$ cat config.mk
export PLATFORM = sky130hd
export DESIGN_NAME = ssf_framer
export DESIGN_NICKNAME = d
export VERILOG_FILES = /design/src/core/ssf_pkg.sv /design/src/core/ssf_framer.sv
export VERILOG_INCLUDE_DIRS = /design/src /design/src/core
export SDC_FILE = /design/constraint.sdc
export NUM_CORES = 2
export LEC_CHECK = 0
export BUFFER_PORTS_ARGS = -buffer_cell sky130_fd_sc_hd__buf_2
export CAP_MARGIN = 20
export CORE_UTILIZATION = 25
export DETAILED_ROUTE_END_ITERATION = 10
export MAX_ROUTING_LAYER = met4
export PLACE_DENSITY = 0.41
export SETUP_SLACK_MARGIN = 0.1
export SYNTH_ARGS = -nofsm -noshare
export SYNTH_HDL_FRONTEND = slang
export SYNTH_SLANG_ARGS = --single-unit
$ cat constraint.sdc
create_clock -name clock -period 10.53 [get_ports clock]
set_clock_uncertainty 0.1 [all_clocks]
set_input_delay 1.5795 -clock clock [delete_from_list [all_inputs] [get_ports clock]]
set_output_delay 1.5795 -clock clock [all_outputs]
set_load 0.02 [all_outputs]
$ cat src/core/ssf_consts.svh
// Constants for the scan sequencer and packet framer: APB offsets, field positions, timing.
// Assumes inclusion by bare name from the core module and the bench.
`ifndef SSF_CONSTS_SVH
`define SSF_CONSTS_SVH
// APB register byte offsets
`define SSF_CTRL_OFF      12'h000
`define SSF_STAT_OFF      12'h004
`define SSF_ANOM_OFF      12'h008
`define SSF_SEQ_OFF       12'h00c
// Control register fields and reset value
`define SSF_CTRL_RUN_BIT  0
`define SSF_CTRL_SYNC_BIT 1
`define SSF_CTRL_SAV_BIT  2
`define SSF_CTRL_RST      32'h00000001
// Header fixed values
`define SSF_HDR_VER       3'h0
`define SSF_HDR_SEQF      2'h3
// Time figures at the fast range (master clock pulses, as printed per base)
`define SSF_CLK_NS        100
`define SSF_BASE_PER      32'd32000
`define SSF_BASE_RUN      32'd3995
`define SSF_GAP_PULSES    32'd5
`define SSF_SLOW_MUL      32'd100
// CRC preset and polynomial
`define SSF_CRC_INIT      16'hffff
`define SSF_CRC_POLY      16'h1021
// Anomaly bits in use
`define SSF_ANOM_MASK     8'h0f
`endif

$ cat src/core/ssf_pkg.sv
// Types shared by the scan sequencer and packet framer.
// Assumes nothing beyond the constants header.
package ssf_pkg;
   // Framer states, one-hot
   typedef enum logic [5:0] {
      SSF_IDLE = 6'b000001,
      SSF_HDR  = 6'b000010,
      SSF_DATA = 6'b000100,
      SSF_TOS  = 6'b001000,
      SSF_ANOM = 6'b010000,
      SSF_CRC  = 6'b100000
   } ssf_state_t;
endpackage : ssf_pkg

$ cat src/core/ssf_framer.sv
// Scan sequencer and space packet framer with an APB register slave.
// Assumes sampled data, time counters and anomaly events come in on the same clock.
// Function
// RULE1: Scan only while enable pin is one
// RULE2: Bus command also enables or disables scan
// RULE3: Running output high from start to last
// RULE4: Period from select and groups; invalid combos
// RULE5: Fast range high time from printed counts
// RULE6: Slow range counts are hundred times fast
// RULE7: Header, data, stamp, anomaly, check in order
// RULE8: Header version, flags, identifier, sequence flags
// RULE9: Header sequence count and data length
// RULE10: Data starts with digital channel fifteen
// RULE11: Analog from channel zero, MSB first
// RULE12: Data length from groups and modes
// RULE13: Stamp from mode, sync settings, size pins; code uses the size pins only
// RULE14: Anomaly flags from previous scan period
// RULE15: Anomaly octet only when enabled
// RULE16: CRC over complete packet
// RULE17: Check octets only when enabled
// RULE18: Simplified packets without header selectable
// RULE19: Same structure in all operating modes
// RULE20: Select zero simplified, one standard
// RULE21: Identifier from eleven static pins
// RULE22: Stamp size select encoding
// RULE23: Sequence count increments modulo 16384
// RULE24: Data length is octets minus one
// RULE25: CRC x16+x12+x5+1, ones preset, MSB first
`include "ssf_consts.svh"
module ssf_framer (
   // Clock and reset
   input  wire logic          clock,
   input  wire logic          rst_b,
   // APB slave
   input  wire logic          psel,
   input  wire logic          penable,
   input  wire logic          pwrite,
   input  wire logic [11:0]   paddr,
   input  wire logic [31:0]   pwdata,
   output logic      [31:0]   prdata,
   output logic               pready,
   output logic               pslverr,
   // Static configuration pins
   input  wire logic          scan_enable_pin,
   input  wire logic [4:0]    scan_period_select,
   input  wire logic [1:0]    active_group_select,
   input  wire logic          clock_range_select,
   input  wire logic [1:0]    group01_conversion_mode,
   input  wire logic [1:0]    group2_conversion_mode,
   input  wire logic [1:0]    group3_conversion_mode,
   input  wire logic [1:0]    operating_mode_select,
   input  wire logic [2:0]    timestamp_size_select,
   input  wire logic          anomaly_field_enable,
   input  wire logic          check_field_enable,
   input  wire logic          header_include_select,
   input  wire logic [10:0]   process_id_pins,
   // Sampled data and time from the acquisition side
   input  wire logic [399:0]  sample_bits,
   input  wire logic [23:0]   free_run_count,
   input  wire logic [7:0]    strobe_count,
   input  wire logic [3:0]    anomaly_event,
   // Scan indication
   output logic               scan_running_out,
   output logic               config_invalid,
   // Octet stream toward the transmission interface
   output logic [7:0]         tx_data,
   output logic               tx_valid,
   output logic               tx_last,
   input  wire logic          tx_ready
);
   import ssf_pkg::*;

   // Pin synchronisers, first stage read only by the second
   logic [44:0] pin_s1_reg;            // First stage
   logic [44:0] pin_s2_reg;            // Second stage, used by logic
   always_ff @(posedge clock or negedge rst_b) begin
      if (!rst_b) begin
         pin_s1_reg <= 45'h0;
         pin_s2_reg <= 45'h0;
      end else begin
         pin_s1_reg <= {process_id_pins, header_include_select, check_field_enable,
                        anomaly_field_enable, timestamp_size_select, operating_mode_select,
                        group3_conversion_mode, group2_conversion_mode,
                        group01_conversion_mode, clock_range_select, active_group_select,
                        scan_period_select, scan_enable_pin, 11'h0};
         pin_s2_reg <= pin_s1_reg;
      end
   end
   logic [10:0] apid;                  // Process identifier
   logic        hdr_on, chk_on, ano_on, fast, en_pin;
   logic [2:0]  tos_sel;
   logic [1:0]  grp, m01, m2, m3;
   logic [4:0]  per_sel;
   assign apid    = pin_s2_reg[44:34];  // RULE21
   assign hdr_on  = pin_s2_reg[33];
   assign chk_on  = pin_s2_reg[32];
   assign ano_on  = pin_s2_reg[31];
   assign tos_sel = pin_s2_reg[30:28];
   assign m3      = pin_s2_reg[25:24];
   assign m2      = pin_s2_reg[23:22];
   assign m01     = pin_s2_reg[21:20];
   assign fast    = pin_s2_reg[19];
   assign grp     = pin_s2_reg[18:17];
   assign per_sel = pin_s2_reg[16:12];
   assign en_pin  = pin_s2_reg[11];

   // APB registers
   logic [31:0] ctrl_reg;              // Run command and sync settings
   logic [7:0]  anom_live_reg;         // Flags gathered in the current period
   logic [7:0]  anom_prev_reg;         // Flags of the previous period, sent in packets
   logic [13:0] seq_reg;               // Packet sequence count
   logic        apb_wr;
   assign apb_wr  = psel && penable && pwrite;
   assign pready  = 1'b1;              // Zero wait states
   assign pslverr = psel && penable && !(paddr == `SSF_CTRL_OFF || paddr == `SSF_STAT_OFF ||
                    paddr == `SSF_ANOM_OFF || paddr == `SSF_SEQ_OFF);
   // Control write, also the bus enable command
   always_ff @(posedge clock or negedge rst_b) begin
      if (!rst_b) ctrl_reg <= `SSF_CTRL_RST;
      else if (apb_wr && paddr == `SSF_CTRL_OFF) ctrl_reg <= {29'h0, pwdata[2:0]}; // RULE2
   end
   logic scan_ok;                      // Both enables set
   assign scan_ok = en_pin && ctrl_reg[`SSF_CTRL_RUN_BIT]; // RULE1 RULE2

   // Read mux, registered
   always_ff @(posedge clock or negedge rst_b) begin
      if (!rst_b) prdata <= 32'h0;
      else if (psel && !penable && !pwrite) begin
         case (paddr)
            `SSF_CTRL_OFF: prdata <= ctrl_reg;
            `SSF_STAT_OFF: prdata <= {29'h0, config_invalid, scan_running_out, scan_ok};
            `SSF_ANOM_OFF: prdata <= {24'h0, anom_prev_reg};
            `SSF_SEQ_OFF:  prdata <= {18'h0, seq_reg};
            default:       prdata <= 32'h0;
         endcase
      end
   end

   // Period and high time; counts are in master clock pulses
   logic [31:0] per_cnt, run_cnt, mul;
   logic [2:0]  ngrp;
   always_comb begin
      ngrp    = {1'b0, grp} + 3'h1;
      mul     = fast ? 32'd1 : `SSF_SLOW_MUL;                        // RULE6
      case (per_sel[4:2])                                          // Base multipliers 1,2.5,...
         3'h0: per_cnt = `SSF_BASE_PER;
         3'h1: per_cnt = 32'd80000;
         3'h2: per_cnt = 32'd160000;
         3'h3: per_cnt = 32'd320000;
         3'h4: per_cnt = 32'd800000;
         3'h5: per_cnt = 32'd1600000;
         3'h6: per_cnt = 32'd3200000;
         default: per_cnt = 32'd8000000;
      endcase
      run_cnt = (per_cnt >> 3) * {29'h0, ngrp} - `SSF_GAP_PULSES;  // RULE5
      per_cnt = (per_cnt >> per_sel[1:0]) * mul;                   // RULE4
      run_cnt = run_cnt * mul;                                     // RULE6
   end
   assign config_invalid = ({1'b0, per_sel[1:0]} + {1'b0, grp}) > 3'h3; // RULE4

   // Scan timer
   logic [31:0] tmr_reg;
   logic        scan_start;
   assign scan_start = scan_ok && !config_invalid && tmr_reg == 32'h0;
   always_ff @(posedge clock or negedge rst_b) begin
      if (!rst_b) tmr_reg <= 32'h0;
      else if (!scan_ok || config_invalid) tmr_reg <= 32'h0;       // RULE1
      else if (tmr_reg >= per_cnt - 32'h1) tmr_reg <= 32'h0;
      else tmr_reg <= tmr_reg + 32'h1;
   end
   // Running indication, high from start until last channel sampled
   always_ff @(posedge clock or negedge rst_b) begin
      if (!rst_b) scan_running_out <= 1'b0;
      else if (scan_start) scan_running_out <= 1'b1;                // RULE3
      else if (!scan_ok || config_invalid || tmr_reg >= run_cnt) scan_running_out <= 1'b0; // RULE3
   end

   // Anomaly flags, set wins over period roll
   always_ff @(posedge clock or negedge rst_b) begin
      if (!rst_b) begin
         anom_live_reg <= 8'h0;
         anom_prev_reg <= 8'h0;
      end else if (scan_start) begin
         anom_prev_reg <= (anom_live_reg | {4'h0, anomaly_event}) & `SSF_ANOM_MASK; // RULE14
         anom_live_reg <= 8'h0;
      end else begin
         anom_live_reg <= anom_live_reg | {4'h0, anomaly_event};
      end
   end

   // Field sizes in octets
   function automatic logic [6:0] data_octets(input logic [1:0] g, input logic [1:0] a,
                                              input logic [1:0] b, input logic [1:0] c);
      logic [9:0] bits;
      logic [9:0] b01;
      b01 = (a == 2'h3) ? ((g == 2'h0) ? 10'd16 : 10'd8) : 10'd96;
      case (g)
         2'h0:    bits = (a == 2'h3) ? 10'd16 : 10'd48;
         2'h1:    bits = b01;
         2'h2:    bits = b01 + ((b == 2'h3) ? 10'd8 : 10'd96);
         default: bits = b01 + ((b == 2'h3) ? 10'd8 : 10'd96) + ((c == 2'h3) ? 10'd16 : 10'd192);
      endcase
      data_octets = 7'((bits + 10'd16) >> 3);                      // RULE12
   endfunction
   function automatic logic [2:0] tos_octets(input logic [2:0] s);
      case (s)                                                     // RULE22
         3'h1: tos_octets = 3'h1;
         3'h2: tos_octets = 3'h2;
         3'h4: tos_octets = 3'h3;
         3'h5: tos_octets = 3'h3;
         3'h7: tos_octets = 3'h4;
         default: tos_octets = 3'h0;
      endcase
   endfunction
   logic [6:0] n_data;
   logic [2:0] n_tos;
   logic [7:0] pkt_len;
   assign n_data  = data_octets(grp, m01, m2, m3);
   assign n_tos   = tos_octets(tos_sel);                          // RULE13
   assign pkt_len = {1'b0, n_data} + {5'h0, n_tos} + {7'h0, ano_on} + {6'h0, chk_on, 1'b0}
                    - 8'h1;                                        // RULE24

   // Snapshot of time stamp octets, Byte 0 sent last; content set by the size select alone
   logic [31:0] tos_word;
   always_comb begin
      case (tos_sel)
         3'h1:    tos_word = {24'h0, strobe_count};
         3'h2:    tos_word = {16'h0, free_run_count[15:0]};
         3'h4:    tos_word = {8'h0, free_run_count};
         3'h5:    tos_word = {8'h0, strobe_count, free_run_count[15:0]};
         3'h7:    tos_word = {strobe_count, free_run_count};
         default: tos_word = 32'h0;
      endcase
   end

   // Framer state machine, same layout in every operating mode
   ssf_state_t  st_reg;
   logic [6:0]  idx_reg;               // Octet index within field
   logic [399:0] smp_reg;              // Latched sample bits, digital ch15 at MSB
   logic [47:0] hdr_reg;
   logic [31:0] tos_reg;
   logic [15:0] crc_reg;
   logic        fire;
   assign fire = tx_valid && tx_ready;
   always_ff @(posedge clock or negedge rst_b) begin
      if (!rst_b) begin
         st_reg  <= SSF_IDLE;
         idx_reg <= 7'h0;
         smp_reg <= 400'h0;
         hdr_reg <= 48'h0;
         tos_reg <= 32'h0;
      end else begin
         case (st_reg)
            SSF_IDLE: if (scan_start) begin                        // RULE19
               smp_reg <= sample_bits;                             // RULE10 RULE11
               hdr_reg <= {`SSF_HDR_VER, 2'h0, apid, `SSF_HDR_SEQF, seq_reg, 8'h0, pkt_len}; // RULE8 RULE9
               tos_reg <= tos_word << {(3'h4 - n_tos), 3'h0};
               idx_reg <= 7'h0;
               st_reg  <= hdr_on ? SSF_HDR : SSF_DATA;             // RULE18 RULE20
            end
            SSF_HDR: if (fire) begin                               // RULE7
               hdr_reg <= hdr_reg << 8;
               idx_reg <= (idx_reg == 7'h5) ? 7'h0 : idx_reg + 7'h1;
               if (idx_reg == 7'h5) st_reg <= SSF_DATA;
            end
            SSF_DATA: if (fire) begin
               smp_reg <= smp_reg << 8;
               idx_reg <= (idx_reg == n_data - 7'h1) ? 7'h0 : idx_reg + 7'h1;
               if (idx_reg == n_data - 7'h1)
                  st_reg <= (n_tos != 3'h0) ? SSF_TOS : ano_on ? SSF_ANOM :
                            chk_on ? SSF_CRC : SSF_IDLE;
            end
            SSF_TOS: if (fire) begin
               tos_reg <= tos_reg << 8;
               idx_reg <= (idx_reg == {4'h0, n_tos} - 7'h1) ? 7'h0 : idx_reg + 7'h1;
               if (idx_reg == {4'h0, n_tos} - 7'h1)
                  st_reg <= ano_on ? SSF_ANOM : chk_on ? SSF_CRC : SSF_IDLE; // RULE15
            end
            SSF_ANOM: if (fire) st_reg <= chk_on ? SSF_CRC : SSF_IDLE; // RULE17
            SSF_CRC: if (fire) begin
               idx_reg <= (idx_reg == 7'h1) ? 7'h0 : idx_reg + 7'h1;
               if (idx_reg == 7'h1) st_reg <= SSF_IDLE;
            end
            default: st_reg <= SSF_IDLE;
         endcase
      end
   end

   // Current octet, combinational handshake
   always_comb begin
      case (st_reg)
         SSF_HDR:  tx_data = hdr_reg[47:40];
         SSF_DATA: tx_data = smp_reg[399:392];
         SSF_TOS:  tx_data = tos_reg[31:24];
         SSF_ANOM: tx_data = anom_prev_reg;
         SSF_CRC:  tx_data = (idx_reg == 7'h0) ? crc_reg[15:8] : crc_reg[7:0];
         default:  tx_data = 8'h0;
      endcase
   end
   assign tx_valid = st_reg != SSF_IDLE;
   assign tx_last  = fire && ((st_reg == SSF_CRC && idx_reg == 7'h1) ||
                     (!chk_on && ((st_reg == SSF_ANOM) ||
                     (!ano_on && st_reg == SSF_TOS && idx_reg == {4'h0, n_tos} - 7'h1) ||
                     (!ano_on && n_tos == 3'h0 && st_reg == SSF_DATA && idx_reg == n_data - 7'h1))));

   // CRC one octet per accepted transfer outside the check octets, MSB first
   function automatic logic [15:0] crc_byte(input logic [15:0] c, input logic [7:0] d);
      logic [15:0] r;
      r = c;
      for (int i = 7; i >= 0; i--) begin
         r = (r[15] ^ d[i]) ? ((r << 1) ^ `SSF_CRC_POLY) : (r << 1);
      end
      crc_byte = r;
   endfunction
   always_ff @(posedge clock or negedge rst_b) begin
      if (!rst_b) crc_reg <= `SSF_CRC_INIT;
      else if (st_reg == SSF_IDLE) crc_reg <= `SSF_CRC_INIT;       // RULE25
      else if (fire && st_reg != SSF_CRC) crc_reg <= crc_byte(crc_reg, tx_data); // RULE16
   end

   // Sequence count per emitted packet
   always_ff @(posedge clock or negedge rst_b) begin
      if (!rst_b) seq_reg <= 14'h0;
      else if (tx_last) seq_reg <= seq_reg + 14'h1;                 // RULE23
   end

   // Checks
   property p_run_needs_en;
      @(posedge clock) disable iff (!rst_b) $rose(scan_running_out) |-> $past(scan_ok);
   endproperty
   a_run_needs_en: assert property (p_run_needs_en) else $error("run without enable"); // RULE1
   property p_invalid_stops;
      @(posedge clock) disable iff (!rst_b)
         config_invalid |=> !scan_running_out && tmr_reg == 32'h0;
   endproperty
   a_invalid_stops: assert property (p_invalid_stops) else $error("scan on invalid"); // RULE4
   property p_start_raises;
      @(posedge clock) disable iff (!rst_b) scan_start |=> scan_running_out;
   endproperty
   a_start_raises: assert property (p_start_raises) else $error("run not raised"); // RULE3
   property p_seq_step;
      @(posedge clock) disable iff (!rst_b) tx_last |=> seq_reg == $past(seq_reg) + 14'h1;
   endproperty
   a_seq_step: assert property (p_seq_step) else $error("sequence step wrong"); // RULE23
   property p_hdr_first;
      @(posedge clock) disable iff (!rst_b)
         (st_reg == SSF_IDLE && scan_start && hdr_on) |=> st_reg == SSF_HDR;
   endproperty
   a_hdr_first: assert property (p_hdr_first) else $error("header not first"); // RULE20
   property p_no_hdr;
      @(posedge clock) disable iff (!rst_b)
         (st_reg == SSF_IDLE && scan_start && !hdr_on) |=> st_reg == SSF_DATA;
   endproperty
   a_no_hdr: assert property (p_no_hdr) else $error("simplified wrong"); // RULE18
   property p_no_anom;
      @(posedge clock) disable iff (!rst_b) !ano_on |-> st_reg != SSF_ANOM;
   endproperty
   a_no_anom: assert property (p_no_anom) else $error("anomaly sent"); // RULE15
   property p_no_crc;
      @(posedge clock) disable iff (!rst_b) !chk_on |-> st_reg != SSF_CRC;
   endproperty
   a_no_crc: assert property (p_no_crc) else $error("check sent"); // RULE17
   property p_ver;
      @(posedge clock) disable iff (!rst_b) st_reg == SSF_HDR && idx_reg == 7'h0 |->
         tx_data[7:3] == 5'h0;
   endproperty
   a_ver: assert property (p_ver) else $error("version bits wrong"); // RULE8
endmodule // ssf_framer

==> metrics.md <==
| Metric | Value |
|---|---|
| Number of global-route vias before repair | ~33000 |
| Critical Path Start Type | flop |
| Clk_lat worst skew | 0.68 ns |
| Peak VDD IR | 0.000266 V |
| Fmax achieved | ~110 MHz |
| Share of layout cells above drive strength 1 | around 14% |
| Overall Global Routing Usage | between 10% and 20% |
| Worst hold path type | reg2reg |
| Worst-path clk slew | 0.06 ns |
| Starting Density | 25.2% |
| Reg2reg end | scan_running_out |
| Reg-to-reg startpoint | pin_s2_reg[17] |
| Final WS setup | 1.29 ns |
| Post-route clock period utilization | 87.7% |
| Clk network pwr share | 21.7% |
| R2R Setup Slk | 1.29 ns |
| Post-Synthesis Cell Area | 39800 um2 |
| Fin. Hold Viols | 0 |
| Die height | 401 um |
| Yosys cell types | 83 |
| Worst-path maximum fanout | 15 |
| Synth warnings | 0 |
| Crit end category | flop |
| CTS sink cnt | 645 |
| Max FFs per register | 400 |
| Max Cap Violations | 0 |
| Critical Path RT | 11.01 ns |
| CP arrival | between 9 and 10 ns |
| Final #Nets | 6003 |
| Hold worst-path end | pin_s2_reg[22] |
| Routed wire length | 130000 um |
| Reg2Reg Depth | 38 |
| Number of synthesized register bits | 645 |
| Final setup viols | 0 |
| Pre-CTS setup slack | 1.21 ns |
| Internal power | a little under 8 mW |
| Comb pwr share | roughly 50% |
| Synthesis-to-layout area growth | 19.0% |
| Primary FF master, synth | dfrtp_1 |
| Proportion of power drawn by flip-flops and latches | around 28% |
| Core region area | between 150000 and 200000 um2 |
| Vias | 33615 |
| Root buf cell | clkbuf_16 |
| Slew Limit Headroom | 12.7% |
| Num ports | 566 |
| Crit-path max cell delay | between 0.6 and 0.7 ns |
| GP Congestion | between 0.8 and 0.9 |
| Die width | about 400 um |
| CP max stage cell | ha_1 |
| First-pass GRT wire length | approximately 200000 um |
| Post-route ant nets | 0 |
| Largest delay contributor family on the critical path | adder cells |
| Post-DP HPWL | 94500 um |
| Syn Area/Cell | 8.41 um2 |
| Total clock buffers created by CTS | 84 |
| Async SR Flop Fraction | 100% |
| Period minus WS final | roughly 9.2 ns |
| Status | finished clean |
| Hold path cells | 0 |
| Post-CTS setup buffer count | 0 |
| Initial antenna violation count | 94 |
| Post-route design area | approximately 47000 um2 |
| RSZ-0062 raised after global routing | no |
| H-tree Lvls | 3 |
| Final TNS setup | 0 ns |
| Worst Path Buf+Inv | 6 |
| Starting DRT DRC Count | ~2400 |
| Switching Fraction | between 40 and 50% |
| Post-Syn Instances | 4733 |
| Cts hold-fix bufs | 0 |
| Pwr/cell area | 294 nW/um2 |
| Post-synth EDFFs | 0 |
| Total grt overflow | 0 |
| Cells resized by post-CTS repair | 0 |
| Port Buf Inserts | roughly 500 |
| TritonCTS clock tree | yes |
| DRC | 0 |
| Slew Limit Fails | 0 |
| Switch Pwr | 6.00 mW |
| Placed cell area | 44300 um2 |
| Pleak | ~22 nW |
| Via density | between 4 and 5 |
| Seq/Total Area, Yosys | about 41% |
| Largest net degree at the start of global routing | 253 |
| Actual slew at the worst max-slew pin | ~1.3 ns |
| Tot Pwr | 13.9 mW |
| Min-delay src | pin_s1_reg[22] |
| Number of placement rows | 146 |
| CTS Buffer Depth | 3 |
| TritonRoute pass-1 iters | 8 |
| Die area | 161000 um2 |
| Most frequent cells in the layout | nand2_1 (1102), dfrtp_1 (627), nor2_1 (622) |
| Layout fillers | 17236 |
| Critical path class | reg2reg |
| Wire per inst | 17.8 um |
| Commonest non-fill, non-tap cell in the layout | nand2_1 |
[worst reg2reg max path, delay by kind of cell, from the launching register on]
family	cells	cell delay (ns)
AOI/OAI and AO/OA	13	2.68
buffers and inverters	6	0.51
DFF	1	0.55
xor gates and xnor gates	2	0.30
adders and majority gates	10	4.12
and+or+nand+nor	7	0.90
[metrics by stage]
step | hold WS [ns] | util [%] | cells
2_1_floorplan | 0.231 | - | 4751
3_3_place_gp | 0.234 | 28.0 | 7083
3_5_place_dp | 0.235 | 28.0 | 7083
4_1_cts | 0.246 | 29.8 | 7235
5_1_grt | 0.253 | 29.9 | 7284
6_report | 0.243 | 29.9 | 7292
[worst max-delay path by stage]
| stage | slack [ns] | cells after the start | startpoint | to |
|---|---|---|---|---|
| 2_1_floorplan | 2.02 | 40 | pin_s2_reg[17] | scan_running_out |
| 3_3_place_gp | 1.14 | 38 | pin_s2_reg[17] | scan_running_out |
| 3_5_place_dp | 1.21 | 38 | pin_s2_reg[17] | scan_running_out |
| 4_1_cts | 1.17 | 38 | pin_s2_reg[17] | scan_running_out |
| 5_1_grt | 0.37 | 38 | pin_s2_reg[17] | scan_running_out |
| 6_report | 1.29 | 38 | pin_s2_reg[17] | scan_running_out |
[cells by family after synthesis]
family | synth area share (%)
muxes | 0.610
other | 0.0189
xor gates and xnor gates | 3.61
buffers and inverters | 5.86
DFF | 40.6
AOI/OAI and AO/OA | 14.5
and+or+nand+nor | 21.0
adders and majority gates | 13.8
[synth_stat cells, types with 69 or more instances]
library cell | n | share of area (%)
clkbuf_1 | 251 | 2.4
o21ai_0 | 125 | 1.6
nor2_1 | 622 | 5.9
ha_1 | 290 | 9.1
xnor2_1 | 75 | 1.7
a31oi_1 | 428 | 6.7
dfrtp_1 | 627 | 39
xor2_1 | 69 | 1.5
fa_1 | 94 | 4.7
a21oi_1 | 116 | 1.5
inv_1 | 309 | 2.9
nand2_1 | 1102 | 10
[power groups by stage]
stage                     logic [mW]  registers (mW)  clock network [mW]
after global placement          7.14            3.88                   0
after CTS                       7.20            3.87                3.14
after global routing            8.15            3.97                3.23
final                           7.06            3.86                3.03
after detailed placement        7.17            3.90                   0
after floorplan                 5.44            3.71                   0
[layer usage]
layer	global-route usage, %	wire, um
met5	-	0
met3	3.40	6310
met1	21.0	59300
met2	25.3	59800
met4	6.16	4380
[final cells by class]
class,count,area [um2],area share (%)
multi-input combinational,3506,21400,45.2
sequential,645,16200,34.1
timing repair buffer,552,2990,6.31
tap,2072,2590,5.47
clock buffer,123,2460,5.19
inverter,310,1160,2.46
clock inverter,29,435,0.919
antenna,55,138,0.291
(Power assumes the default switching activity.)
